==> src/msc_defs.svh <==
// constants for module standby and clock output control
`ifndef MSC_DEFS_SVH
`define MSC_DEFS_SVH
`define MSC_OFF_MSTOP 12'h000
`define MSC_OFF_PWR 12'h004
`define MSC_OFF_DIR 12'h008
`define MSC_OFF_DAT 12'h00c
`define MSC_BANK_TAG 6'h01
`define MSC_BIT_CKDIS 7
`define MSC_BIT_TMR 5
`define MSC_BIT_CHA 4
`define MSC_BIT_CHB 3
`define MSC_BIT_ADC 0
`define MSC_MSTOP_MASK 8'hb9
`define MSC_MSTOP_RST 8'h00
`define MSC_BIT_SLEEP 0
`define MSC_BIT_SWSTBY 1
`define MSC_FLAG_IDX 2'h3
`define MSC_STOP_RDATA 32'h0000_00ff
`define MSC_SYNC_RST 1'b0
`endif

==> src/msc_pkg.sv <==
// types shared by the standby and clock output control block
package msc_pkg;
    typedef enum logic [4:0] {
        ST_RESET = 5'h01,
        ST_NORMAL = 5'h02,
        ST_SLEEP = 5'h04,
        ST_SWSTBY = 5'h08,
        ST_HWSTBY = 5'h10
    } msc_state_t;

    typedef struct packed {
        logic [3:0] dout;
        logic [3:0] oe;
    } msc_pins_t;
endpackage : msc_pkg

==> src/msc_regbank.sv <==
// register bank of one gated supporting module
`timescale 1ns/1ns
`default_nettype none
`include "msc_defs.svh"
module msc_regbank #(
    parameter int NREG = 4,
    parameter int W = 8
) (
    input wire logic mclk,
    input wire logic rst_n,
    input wire logic stop,
    input wire logic clr,
    input wire logic wr_en,
    input wire logic [1:0] idx,
    input wire logic [W-1:0] wdata,
    input wire logic event_in,
    output logic [W-1:0] rdata,
    output logic irq
);
    logic [W-1:0] reg_r [NREG];
    logic [W-1:0] flag_nxt;

    // stopped bank reads as all ones
    assign rdata = stop ? W'(`MSC_STOP_RDATA) : reg_r[idx];
    assign irq = reg_r[`MSC_FLAG_IDX][0];
    // write one clears, a same-cycle event still wins
    assign flag_nxt = (wr_en && idx == `MSC_FLAG_IDX) ?
        (reg_r[`MSC_FLAG_IDX] & ~wdata) : reg_r[`MSC_FLAG_IDX];

    always_ff @(posedge mclk)
    begin
        for (int i = 0; i < NREG; i++)
        begin
            if (!rst_n || stop || clr)
                reg_r[i] <= '0;
            else if (i == int'(`MSC_FLAG_IDX))
                reg_r[i] <= flag_nxt | {{(W-1){1'b0}}, event_in};
            else if (wr_en && idx == 2'(i))
                reg_r[i] <= wdata;
        end
    end
endmodule : msc_regbank
`default_nettype wire

==> src/msc_clkout.sv <==
// system clock output pin control
`timescale 1ns/1ns
`default_nettype none
module msc_clkout
    import msc_pkg::*;
(
    input wire logic mclk,
    input wire logic rst_n,
    input wire logic disable_out,
    input wire msc_state_t state,
    output logic pin_out,
    output logic pin_oe
);
    logic run;
    logic run_r;
    // the pin carries the system clock as a half-rate toggle so it leaves a flop
    assign run = !disable_out && (state == ST_NORMAL || state == ST_SLEEP);

    always_ff @(posedge mclk)
    begin
        if (!rst_n)
        begin
            pin_out <= 1'b0;
            pin_oe <= 1'b0;
            run_r <= 1'b0;
        end
        else
        begin
            run_r <= run;
            pin_oe <= !disable_out && state != ST_HWSTBY;
            if (run)
                pin_out <= !pin_out;
            else
                pin_out <= 1'b1;
        end
    end
endmodule : msc_clkout
`default_nettype wire

==> src/msc_ctrl.sv <==
// module standby, power state and clock output controller with apb slave
`timescale 1ns/1ns
`default_nettype none
`include "msc_defs.svh"
module msc_ctrl
    import msc_pkg::*;
#(
    parameter int AW = 12,
    parameter int NMOD = 4,
    parameter int BW = 8
) (
    input wire logic mclk,
    input wire logic rst_n,
    input wire logic [AW-1:0] paddr,
    input wire logic psel,
    input wire logic penable,
    input wire logic pwrite,
    input wire logic [31:0] pwdata,
    output logic [31:0] prdata,
    output logic pready,
    output logic pslverr,
    input wire logic ext_reset_pin_n,
    input wire logic hw_standby_pin_n,
    input wire logic wake_pin,
    input wire logic [NMOD-1:0] mod_event,
    input wire msc_pins_t mod_fn,
    output logic [NMOD-1:0] mod_irq,
    output logic [NMOD-1:0] mod_stop,
    output msc_pins_t port_pins,
    output logic clk_out_pin,
    output logic clk_out_oe,
    output msc_state_t pwr_state
);
    logic rst_s1_r;
    logic rst_s2_r;
    logic hw_standby_pin_n_s1_r;
    logic hw_standby_pin_n_s2_r;
    logic wake_s1_r;
    logic wake_s2_r;
    logic [7:0] mstop_r;
    logic [3:0] dir_r;
    logic [3:0] dat_r;
    msc_state_t st_r;
    msc_state_t st_nxt;
    logic [BW-1:0] bank_rd [NMOD];

    wire logic setup = psel && !penable;
    wire logic acc = psel && penable && pready;
    wire logic wr = acc && pwrite;
    wire logic hit_mst = paddr == `MSC_OFF_MSTOP;
    wire logic hit_pwr = paddr == `MSC_OFF_PWR;
    wire logic hit_dir = paddr == `MSC_OFF_DIR;
    wire logic hit_dat = paddr == `MSC_OFF_DAT;
    wire logic hit_bank = paddr[AW-1:6] == (AW-6)'(`MSC_BANK_TAG);
    wire logic hit = hit_mst || hit_pwr || hit_dir || hit_dat || hit_bank;
    wire logic [1:0] bsel = paddr[5:4];
    wire logic [1:0] bidx = paddr[3:2];
    // registers of every module are cleared while the chip is held
    wire logic chip_clr = st_r == ST_RESET || st_r == ST_HWSTBY;
    wire logic [NMOD-1:0] stop_v = {mstop_r[`MSC_BIT_ADC], mstop_r[`MSC_BIT_CHB],
        mstop_r[`MSC_BIT_CHA], mstop_r[`MSC_BIT_TMR]};
    wire logic [31:0] rd_mux =
        hit_mst ? {24'h0, mstop_r} :
        hit_pwr ? {27'h0, st_r} :
        hit_dir ? {28'h0, dir_r} :
        hit_dat ? {28'h0, dat_r} :
        hit_bank ? {{(32-BW){1'b0}}, bank_rd[bsel]} : 32'h0;
    wire logic req_sleep = wr && hit_pwr && pwdata[`MSC_BIT_SLEEP];
    wire logic req_swstby = wr && hit_pwr && pwdata[`MSC_BIT_SWSTBY];

    assign mod_stop = stop_v;
    assign pwr_state = st_r;

    // pins pass two flops before any logic looks at them
    always_ff @(posedge mclk)
    begin
        if (!rst_n)
        begin
            rst_s1_r <= `MSC_SYNC_RST;
            rst_s2_r <= `MSC_SYNC_RST;
            hw_standby_pin_n_s1_r <= 1'b1;
            hw_standby_pin_n_s2_r <= 1'b1;
            wake_s1_r <= 1'b0;
            wake_s2_r <= 1'b0;
        end
        else
        begin
            rst_s1_r <= ext_reset_pin_n;
            rst_s2_r <= rst_s1_r;
            hw_standby_pin_n_s1_r <= hw_standby_pin_n;
            hw_standby_pin_n_s2_r <= hw_standby_pin_n_s1_r;
            wake_s1_r <= wake_pin;
            wake_s2_r <= wake_s1_r;
        end
    end

    // standby pin overrides everything; leaving it still waits for reset release
    always_comb
    begin
        st_nxt = st_r;
        if (!hw_standby_pin_n_s2_r)
            st_nxt = ST_HWSTBY;
        else if (!rst_s2_r)
            st_nxt = ST_RESET;
        else
        begin
            unique case (st_r)
                ST_RESET: st_nxt = ST_NORMAL;
                ST_NORMAL:
                begin
                    if (req_swstby)
                        st_nxt = ST_SWSTBY;
                    else if (req_sleep)
                        st_nxt = ST_SLEEP;
                end
                ST_SLEEP: st_nxt = wake_s2_r ? ST_NORMAL : ST_SLEEP;
                ST_SWSTBY: st_nxt = wake_s2_r ? ST_NORMAL : ST_SWSTBY;
                ST_HWSTBY: st_nxt = ST_RESET;
                default: st_nxt = ST_RESET;
            endcase
        end
    end

    always_ff @(posedge mclk)
    begin
        if (!rst_n)
            st_r <= ST_RESET;
        else
            st_r <= st_nxt;
    end

    // write lands on the access edge, so the module halts from the next clock cycle
    always_ff @(posedge mclk)
    begin
        if (!rst_n || chip_clr)
        begin
            mstop_r <= `MSC_MSTOP_RST;
            dir_r <= 4'h0;
            dat_r <= 4'h0;
        end
        else if (wr)
        begin
            if (hit_mst)
                mstop_r <= pwdata[7:0] & `MSC_MSTOP_MASK;
            if (hit_dir)
                dir_r <= pwdata[3:0];
            if (hit_dat)
                dat_r <= pwdata[3:0];
        end
    end

    // read data is formed during setup so every output leaves a flop
    always_ff @(posedge mclk)
    begin
        if (!rst_n)
        begin
            pready <= 1'b0;
            pslverr <= 1'b0;
            prdata <= 32'h0;
        end
        else
        begin
            pready <= setup;
            pslverr <= setup && !hit;
            prdata <= (setup && !pwrite) ? rd_mux : 32'h0;
        end
    end

    // gating is independent of the power state, only stop and chip clear matter
    for (genvar m = 0; m < NMOD; m++)
    begin : g_bank
        msc_regbank #(
            .NREG(4),
            .W(BW)
        ) u_bank (
            .mclk(mclk),
            .rst_n(rst_n),
            .stop(stop_v[m]),
            .clr(chip_clr),
            .wr_en(wr && hit_bank && bsel == 2'(m)),
            .idx(bidx),
            .wdata(pwdata[BW-1:0]),
            .event_in(mod_event[m]),
            .rdata(bank_rd[m]),
            .irq(mod_irq[m])
        );
    end

    // a stopped module hands its pins to port direction and data
    always_ff @(posedge mclk)
    begin
        if (!rst_n)
            port_pins <= '0;
        else if (st_r == ST_HWSTBY)
            port_pins <= '0;
        else
        begin
            for (int i = 0; i < NMOD; i++)
            begin
                port_pins.oe[i] <= stop_v[i] ? dir_r[i] : mod_fn.oe[i];
                port_pins.dout[i] <= stop_v[i] ? dat_r[i] : mod_fn.dout[i];
            end
        end
    end

    msc_clkout u_clkout (
        .mclk(mclk),
        .rst_n(rst_n),
        .disable_out(mstop_r[`MSC_BIT_CKDIS]),
        .state(st_r),
        .pin_out(clk_out_pin),
        .pin_oe(clk_out_oe)
    );
endmodule : msc_ctrl
`default_nettype wire

==> config.mk <==
export PLATFORM = sky130hd
export DESIGN_NAME = msc_ctrl
export DESIGN_NICKNAME = d
export VERILOG_FILES = /design/src/msc_pkg.sv /design/src/msc_regbank.sv /design/src/msc_clkout.sv /design/src/msc_ctrl.sv
export VERILOG_INCLUDE_DIRS = /design/src
export SDC_FILE = /design/constraint.sdc
export NUM_CORES = 1
export LEC_CHECK = 0
export ABC_AREA = 1
export BUFFER_PORTS_ARGS = -buffer_cell sky130_fd_sc_hd__buf_2
export CAP_MARGIN = 30
export CELL_PAD_IN_SITES_DETAIL_PLACEMENT = 2
export CELL_PAD_IN_SITES_GLOBAL_PLACEMENT = 2
export CORE_UTILIZATION = 38
export CTS_CLUSTER_DIAMETER = 120
export DETAILED_ROUTE_END_ITERATION = 8
export PLACE_DENSITY = 0.92
export SLEW_MARGIN = 20
export SYNTH_ARGS = -nofsm -noshare
export SYNTH_HDL_FRONTEND = slang
export SYNTH_SLANG_ARGS = --single-unit
==> constraint.sdc <==
create_clock -name mclk -period 5.2 [get_ports mclk]
set_input_delay 0.52 -clock mclk [delete_from_list [all_inputs] [get_ports mclk]]
set_output_delay 0.52 -clock mclk [all_outputs]
set_load 0.005 [all_outputs]
* Word level (Yosys, flattened, before mapping) *
Memories as Yosys holds them, arrays and structs flattened.
Cells that the tools add are included.

storage, ports and cells
  register bits = 68
  bits in writable memories = 128
  input port bits = 64
  output and inout port bits = 57
  logic and storage cells = 235
  memories kept = 4

operators by class
  $lt $le $gt $ge = 1
  equality and inequality tests = 18
  muxes and demuxes = 96
  bitwise gates (word level) = 30
  reduce and logical (&&, ||, !) cells = 65

memory list
  name                    words  width  read ports  clocked after Yosys merged registers in  wr ports  RTL line           source
  g_bank[0].u_bank.reg_r  4      8      2           0                                        4         msc_regbank.sv:20  logic [W-1:0] reg_r [NREG];
  g_bank[1].u_bank.reg_r  4      8      2           0                                        4         msc_regbank.sv:20
  g_bank[2].u_bank.reg_r  4      8      2           0                                        4         msc_regbank.sv:20
  g_bank[3].u_bank.reg_r  4      8      2           0                                        4         msc_regbank.sv:20

operator list
  operator             count
  $mux 8               31
  $mux 1               57
  $and 8x8->8          4
  $logic_and 1x1->1    32
  $or 8x1->8           4
  $eq 12x4->1 const B  2
  $mux 5               4
  $pmux 5 s4           1
  $bmux 8 s2           1
  $or 1x1->1           16
  $logic_or 1x1->1     15
  $eq 12x3->1 const B  1
  $logic_not 12->1     1
  $reduce_or 6->1      2
  $ne 5x5->1 const B   2
  $eq 2x2->1 const B   4
  $not 8->8            1
  $reduce_and 2->1     4
  $eq 6x1->1 const B   1
  $logic_not 1->1      6
  $eq 5x1->1 const B   1
  $eq 5x2->1 const B   1
  $eq 5x3->1 const B   1
  $eq 5x4->1 const B   1
  other kinds (11)     17

* Logic depth before layout (Yosys ltp) *
Gate-level depths: netlist of run 1.

  word-level depth = 10
  depth in mapped cells = 14
  gate-level depth less buffers = 12

* By module *
From an unflattened synthesis of run 1, not the netlist that was laid out.

second synthesis, totals
  cell total of the unflattened synthesis = 907
  area, all modules = 8012.7 µm²

by module, submodules not included
  module       times used  cells each  area each (µm²)  seq. area each (µm²)
  msc_regbank  4           144         1413.9           880.8
  msc_ctrl     1           314         2253.4           840.8
  msc_clkout   1           17          103.8            40.0

* Worst setup path before layout of run 1 *
OpenSTA, ideal clock, no wires.

  kind = input -> register
  from = in paddr[9]
  to = mem g_bank[0].u_bank.reg_r[0][0] (enable)
  setup time = 0.384 ns
  arrival time = 1.790 ns
  data required time = 4.816 ns
  slack = 3.026 ns
  stages = 7
  path buffers = 0
  cell sequence = nor2_1 > nand3_1 > inv_2 > nand2_4 > nor2_8 > nand2_1 > o21ai_0

RTL lines
  item             RTL line           source
  start, declared  msc_ctrl.sv:14     input wire logic [AW-1:0] paddr,
  end, declared    msc_regbank.sv:20

* Worst setup path after layout of run 1 *
  from = in paddr[3]
  to = reg mstop_r[4]

on the way
  longest elaborated chain between the ends = 2

RTL lines
  item                               RTL line         source
  $logic_not 12->1 (no source line)  -
  $reduce_and 2->1 (no source line)  -
  end signal, assigned               msc_ctrl.sv:137  mstop_r <= `MSC_MSTOP_RST;
  end signal, assigned               msc_ctrl.sv:144  mstop_r <= pwdata[7:0] & `MSC_MSTOP_MASK;
  end, declared                      msc_ctrl.sv:40   logic [7:0] mstop_r;

Every way passes these cells.
A chain may end at the register's enable or synchronous reset.

==> run metrics, run 1 <==
slowest CP cell=nor2_4; clock slew at reported path FFs=80 ps; row cnt=53; worst-path fanout max=21; placed cell area=8591 um2; commonest non-fill, non-tap cell in the layout=nand2_1; Finished Layout Cells=1252; grt total ovfl=0; nets=1028; clk buf depth=2; DP Wirelength=22490 um; sequential share of the synthesized area=53.87%; chip width=148.7 um; Yosys top cell by area=edfxtp_1; Starting Density=38.77%; FMAX=369.0 MHz; largest net degree at the start of global routing=31; r2r startpoint=pwr_state[0]; count of cell types in the netlist=38; Hold EP=hw_standby_pin_n_s1_r; Worst Clk Skew=11.64 ps; final slew viol count=0; Hold Crit Start=hw_standby_pin_n; # hold bufs at CTS=0; critical path type=in -> reg; Fillers=2262; DR WL met3=2379 um; Final ANT Viol Nets=0; top-area cell type share of the netlist area=35.26%; top cells by area, synth=edfxtp_1 35%, dfxtp_1 19%, nand2_1 8.5%; Min Clock Period, post-route=2710 ps; Port-buffer cells=72; antenna diode instance count=0; Slew headroom=37.06%; htree depth=4; sw power=0.8696 mW; Iter 0 DRT Violations=639; setup violators final=0; Synth Cell Area=8175 um2; # IOs=121; Worst setup SP type=input port; worst-path cell chain=buf_2 > nor2_4 > buf_16 > nand2_1 > nor2_1 > nand2_1 > inv_2 > nand2_2 > o21ai_1 > a21oi_1; Pre-antenna DRT Iters=6; Clock power frac=42.4%; yosys synthesis warning count=0; Reg2Reg Depth=8; most frequent cells in the layout=185 x nand2_1, 120 x nor2_1, 96 x edfxtp_1; global-route wire length before repair=54010 um; top sig layer=met4; Die Height=148.7 um; Power Dens Cells=330.9 nW/um2; Hold Path Stages=2; r2r endpoint=g_bank[3].u_bank.reg_r[2][3]; CP Data Required Time=5520 ps; cts repair resizes=0; DR WL/cell=29.00 um; routed wire length=36300 um; Met1 Routed Length=14030 um; final hold slack=257.5 ps; flop2flop setup slack=2700 ps; metal2 WL=17910 um; Logic pwr share=8.0%; Clock Tree Root=clkbuf_16; placed cell count=1220; Critical Path AT=3030 ps; most used cell, CP=nand2_1; Crit. End Element=flip-flop; Slew @ Worst Pin=937.8 ps; period utilization=52.11%; Via density=5.851; layout cells sized above 1=22.01%; Yosys reg bits=172; Mapped Avg Cell Area=9.034 um2; final hold vios=0; outcome=completed; CTS tree=done; fin area=9145 um2; DRC=0; number of buffers and inverters on the critical path=3; setup total negative slack=0 ps; Internal Power=2.156 mW; die outline area=22100 um2; Crit path max-delay family=simple AND/OR/NAND/NOR gates; Num CTS Buffers=17; Placer Congestion=0.8733; maximum vdd drop=173.0 uV; initial antenna violation count=0; count of max-cap constraint violations=0; postcts setup bufs=0; P&R area growth vs syn=11.86%; DR vias=7326; clk sinks=172; Pleak=3.842 nW; Total GRT Usage=33.88%; Flop pwr share=49.5%; Post-Syn Instances=905; crit-path max cell delay=630 ps; Sw Ratio=28.74%; PnR worst setup slack=2490 ps; vias in the first global route=8107; Crit path depth=10; RSZ-0062 raised after global routing=false; pre-CTS WS=2279 ps; area of the core=21090 um2; Hold Path Class=in -> reg; worst skew pair latency=460 ps
==> metal layers <==
layer  GRT usage (%)  up-vias
li1                -     3050
met1           39.38     3744
met2           57.43      394
met3           7.209      138
met4           19.95        0
met5               0        -
==> how the worst max path moves through the flow <==
stage	from	endpoint	slack, ps
floorplan	paddr[9]	g_bank[0].u_bank.reg_r[0][0]	3030
global route	paddr[3]	mstop_r[4]	2460
CTS	paddr[3]	mstop_r[4]	2580
detailed placement	paddr[3]	prdata[5]	2280
finish	paddr[3]	mstop_r[4]	2490
global placement	paddr[3]	prdata[7]	1990
==> logic make-up after synthesis <==
logic type,count (synthesis),synth area share [%]
buffers and inverters,137,9.290
AND/OR/NAND/NOR,486,29.83
flip-flops,172,53.87
other,1,0.04587
AO/OA/AOI/OAI,109,6.964
==> power groups by stage <==
| stage | Sequential, mW | Clock [mW] | Combinational (mW) |
|---|---|---|---|
| global placement | 1.52 | 0 | 0.206 |
| global route | 1.50 | 1.33 | 0.251 |
| detailed placement | 1.53 | 0 | 0.226 |
| CTS | 1.50 | 1.28 | 0.237 |
| finish | 1.50 | 1.28 | 0.243 |
| floorplan | 1.52 | 0 | 0.145 |
==> through the flow <==
| step | util, % | power (mW) |
|---|---|---|
| after detailed placement | 40.74 | 1.751 |
| final | 43.37 | 3.026 |
| after floorplan | - | 1.662 |
| after global routing | 43.37 | 3.080 |
| after CTS | 43.37 | 3.011 |
| after global placement | 40.51 | 1.725 |
==> registers in the layout, indices dropped and copies added (netlist names), 4 cells and up <==
register,cells
mstop_r,5
dat_r,4
prdata,8
port_pins,8
pwr_state,5
dir_r,4
g_bank.u_bank.reg_r,128
==> worst reg2reg max path: stages, from the launching register on <==
cell and delay, ps:
dfxtp_1 490, nor2_1 170, nand3_2 130, nand2_4 130, nor2_8 340, inv_4 160, nor2_8 240, o21ai_0 330
buf_4 280
==> cell type report <==
class	count	area (um2)	share of cell area [%]
multi-input cells	619	3100	33.90
inverters	74	296.5	3.243
clock inverters	15	128.9	1.409
clock buffers	17	425.4	4.652
flip-flops and latches	172	4404	48.16
well taps	275	344.1	3.762
repair buffers	80	445.4	4.871
==> synthesized netlist by cell type (all sizes together) <==
| cell type | count |
|---|---|
| a211oi | 4 |
| dfxtp | 76 |
| nand3 | 84 |
| nand2 | 191 |
| o21a | 1 |
| conb | 1 |
| clkinv | 1 |
| nand4 | 16 |
| nor2 | 184 |
| a22oi | 1 |
| inv | 73 |
| nor3 | 5 |
| or2 | 3 |
| and3 | 3 |
| edfxtp | 96 |
| buf | 54 |
| clkbuf | 9 |
| o22ai | 1 |
| o21ai | 37 |
| a21oi | 65 |
Power figures use the tool's default switching activity.
==> run 2: changes to the inputs <==
Settings changed: ABC_AREA 1 to 0, CORE_UTILIZATION 38 to 37, PLACE_DENSITY 0.92 to 0.85.
Clock period 5.2 ns to 2.5 ns, I/O delays scaled along.
==> run metrics, run 2 <==
DR WL/cell=27.63 um; Die Height=147.0 um; final hold slack=5.095 ps; FMAX=429.9 MHz; Pre-antenna DRT Iters=5; Yosys top cell by area=edfxtp_1; top cells by area, synth=edfxtp_1 37%, dfxtp_1 20%, and2_1 7.2%; P&R area growth vs syn=17.36%; biggest regs=g_bank.u_bank.reg_r (128), port_pins (8), prdata (8); initial antenna violation count=1; worst skew pair latency=450 ps; Via density=5.798; Pleak=3.625 nW; placed cell area=8557 um2; flop2flop setup slack=170 ps; DRC=0; Total GRT Usage=28.11%; Min Clock Period, post-route=2326 ps; CTS tree=done; worst-path fanout max=17; Worst setup SP type=flip-flop; htree depth=4; Port-buffer cells=72; chip width=147.0 um; Internal Power=4.536 mW; Post-synth EDFFs=96; clk sinks=172; yosys synthesis warning count=0; Setup crit start=pwr_state[1]; Post-Syn Instances=685; Hold Path Class=in -> reg; Logic pwr share=8.0%; Crit. End Element=flip-flop; Hold Path Stages=2; Flop pwr share=51.2%; CP Data Required Time=2700 ps; Worst Clk Skew=13.30 ps; Clock Tree Root=clkbuf_16; Slew @ Worst Pin=788.7 ps; Synth Cell Area=7782 um2; grt total ovfl=0; period utilization=93.06%; die outline area=21620 um2; layout cells sized above 1=25.38%; count leader, synth=edfxtp_1; global-route wire length before repair=44040 um; outcome=completed; final hold vios=0; Final ANT Viol Nets=0; max reg flops=128; Slew headroom=47.02%; most used cell, CP=buf_4; count of max-cap constraint violations=0; count of cell types in the netlist=57; Hold EP=hw_standby_pin_n_s1_r; Yosys reg bits=172; critical path type=reg -> reg; most frequent cells in the layout=96 x edfxtp_1, 90 x and2_1, 76 x dfxtp_1; Biggest register=g_bank.u_bank.reg_r; Hold Crit Start=hw_standby_pin_n; # IOs=121; area of the core=20430 um2; setup violators final=0; crit-path max cell delay=400 ps; clock slew at reported path FFs=70 ps; sequential share of the synthesized area=56.59%; r2r endpoint=g_bank[0].u_bank.reg_r[0][4]; routed wire length=29350 um; final slew viol count=0; Reg2Reg Depth=7; nets=843; worst-path cell chain=or3_1 > o21ai_2 > buf_4 > nand2b_1 > buf_4 > nor3_2 > and2_1; row cnt=52; slowest CP cell=or3_1; DR vias=6157; DP Wirelength=20170 um; commonest non-fill, non-tap cell in the layout=edfxtp_1; Commonest cells post-synth=96 x edfxtp_1, 90 x and2_1, 76 x dfxtp_1; Power Dens Cells=665.9 nW/um2; Placer Congestion=0.8704; Num CTS Buffers=17; fin area=9134 um2; Sw Ratio=25.43%; Mapped Avg Cell Area=11.36 um2; sw power=1.547 mW; Fillers=2094; Async S/R FF share, synth=0%; Clock power frac=40.8%; vias in the first global route=6896; largest net degree at the start of global routing=25; RSZ-0062 raised after global routing=false; maximum vdd drop=406.9 uV; ys flop type=edfxtp_1; Starting Density=38.09%; clk buf depth=2; Iter 0 DRT Violations=446; antenna diode instance count=0; r2r startpoint=pwr_state[1]; Critical Path AT=2520 ps; postcts setup bufs=0; top-area cell type share of the netlist area=37.04%
## run 2: through the flow
step	util [%]	std cells	total power, mW	setup slack, ps	TNS [ps]
2_1_floorplan	-	708	3.425	351.6	0
3_3_place_gp	41.89	1027	3.594	154.1	0
3_5_place_dp	41.89	1027	3.639	-16.40	-129.5
4_1_cts	44.67	1062	6.110	4.198	0
5_1_grt	44.71	1062	6.248	83.51	0
6_report	44.71	1062	6.082	173.6	0
## run 2: kinds of logic (layout without fill, tap and decap cells)
kind of cell	Yosys count	in the layout	synth area share (%)
DFF	172	172	56.59
muxes	36	36	7.588
AOI/OAI and AO/OA	127	127	10.80
xor gates and xnor gates	3	3	0.3377
buffers and inverters	86	170	6.173
other	1	24	0.04819
and+or+nand+nor	260	260	18.46
## run 2: cell type report
cell class | count | area (um2) | share of cell area [%]
Clock inverter | 14 | 93.84 | 1.027
Tap cell | 270 | 337.8 | 3.699
Inverter | 4 | 15.01 | 0.1644
Timing Repair Buffer | 134 | 845.8 | 9.260
Clock buffer | 18 | 439.2 | 4.808
Multi-Input combinational cell | 450 | 2998 | 32.82
Sequential cell | 172 | 4404 | 48.22
## run 2: metal layers
metal / track usage (%) / routed length (um)
met4: 13.25 / 1079
met3: 6.863 / 2074
met2: 49.55 / 15090
met1: 31.95 / 11100
met5: 0 / 0
## run 2: how the worst max path moves through the flow
stage	to	depth (start not counted)
6_report	g_bank[0].u_bank.reg_r[0][4]	7
5_1_grt	g_bank[3].u_bank.reg_r[0][6]	7
4_1_cts	g_bank[0].u_bank.reg_r[2][1]	6
3_5_place_dp	g_bank[2].u_bank.reg_r[2][5]	6
3_3_place_gp	g_bank[3].u_bank.reg_r[2][2]	6
2_1_floorplan	g_bank[1].u_bank.reg_r[2][0]	7
## run 2: repair_timing
| item | in CTS | in global routing |
|---|---|---|
| hold endpoints to repair | 3 | 0 |
| setup endpoints to repair | 22 | 72 |
| resized for setup | 2 | 3 |
| hold buffers | 3 | 0 |
## run 2: power groups by stage
stage | Combinational [mW] | Clock (mW) | Sequential [mW]
after floorplan | 0.265 | 0 | 3.16
after global placement | 0.433 | 0 | 3.16
final | 0.485 | 2.48 | 3.11
after detailed placement | 0.462 | 0 | 3.18
after global routing | 0.506 | 2.62 | 3.12
after CTS | 0.474 | 2.52 | 3.12
## run 2: worst max-delay path: cells and delay by family (launching register included)
| kind | cells | cell delay (ps) |
|---|---|---|
| AOI/OAI and AO/OA | 1 | 320 |
| buffers and inverters | 2 | 550 |
| DFF | 1 | 310 |
| and+or+nand+nor | 4 | 880 |
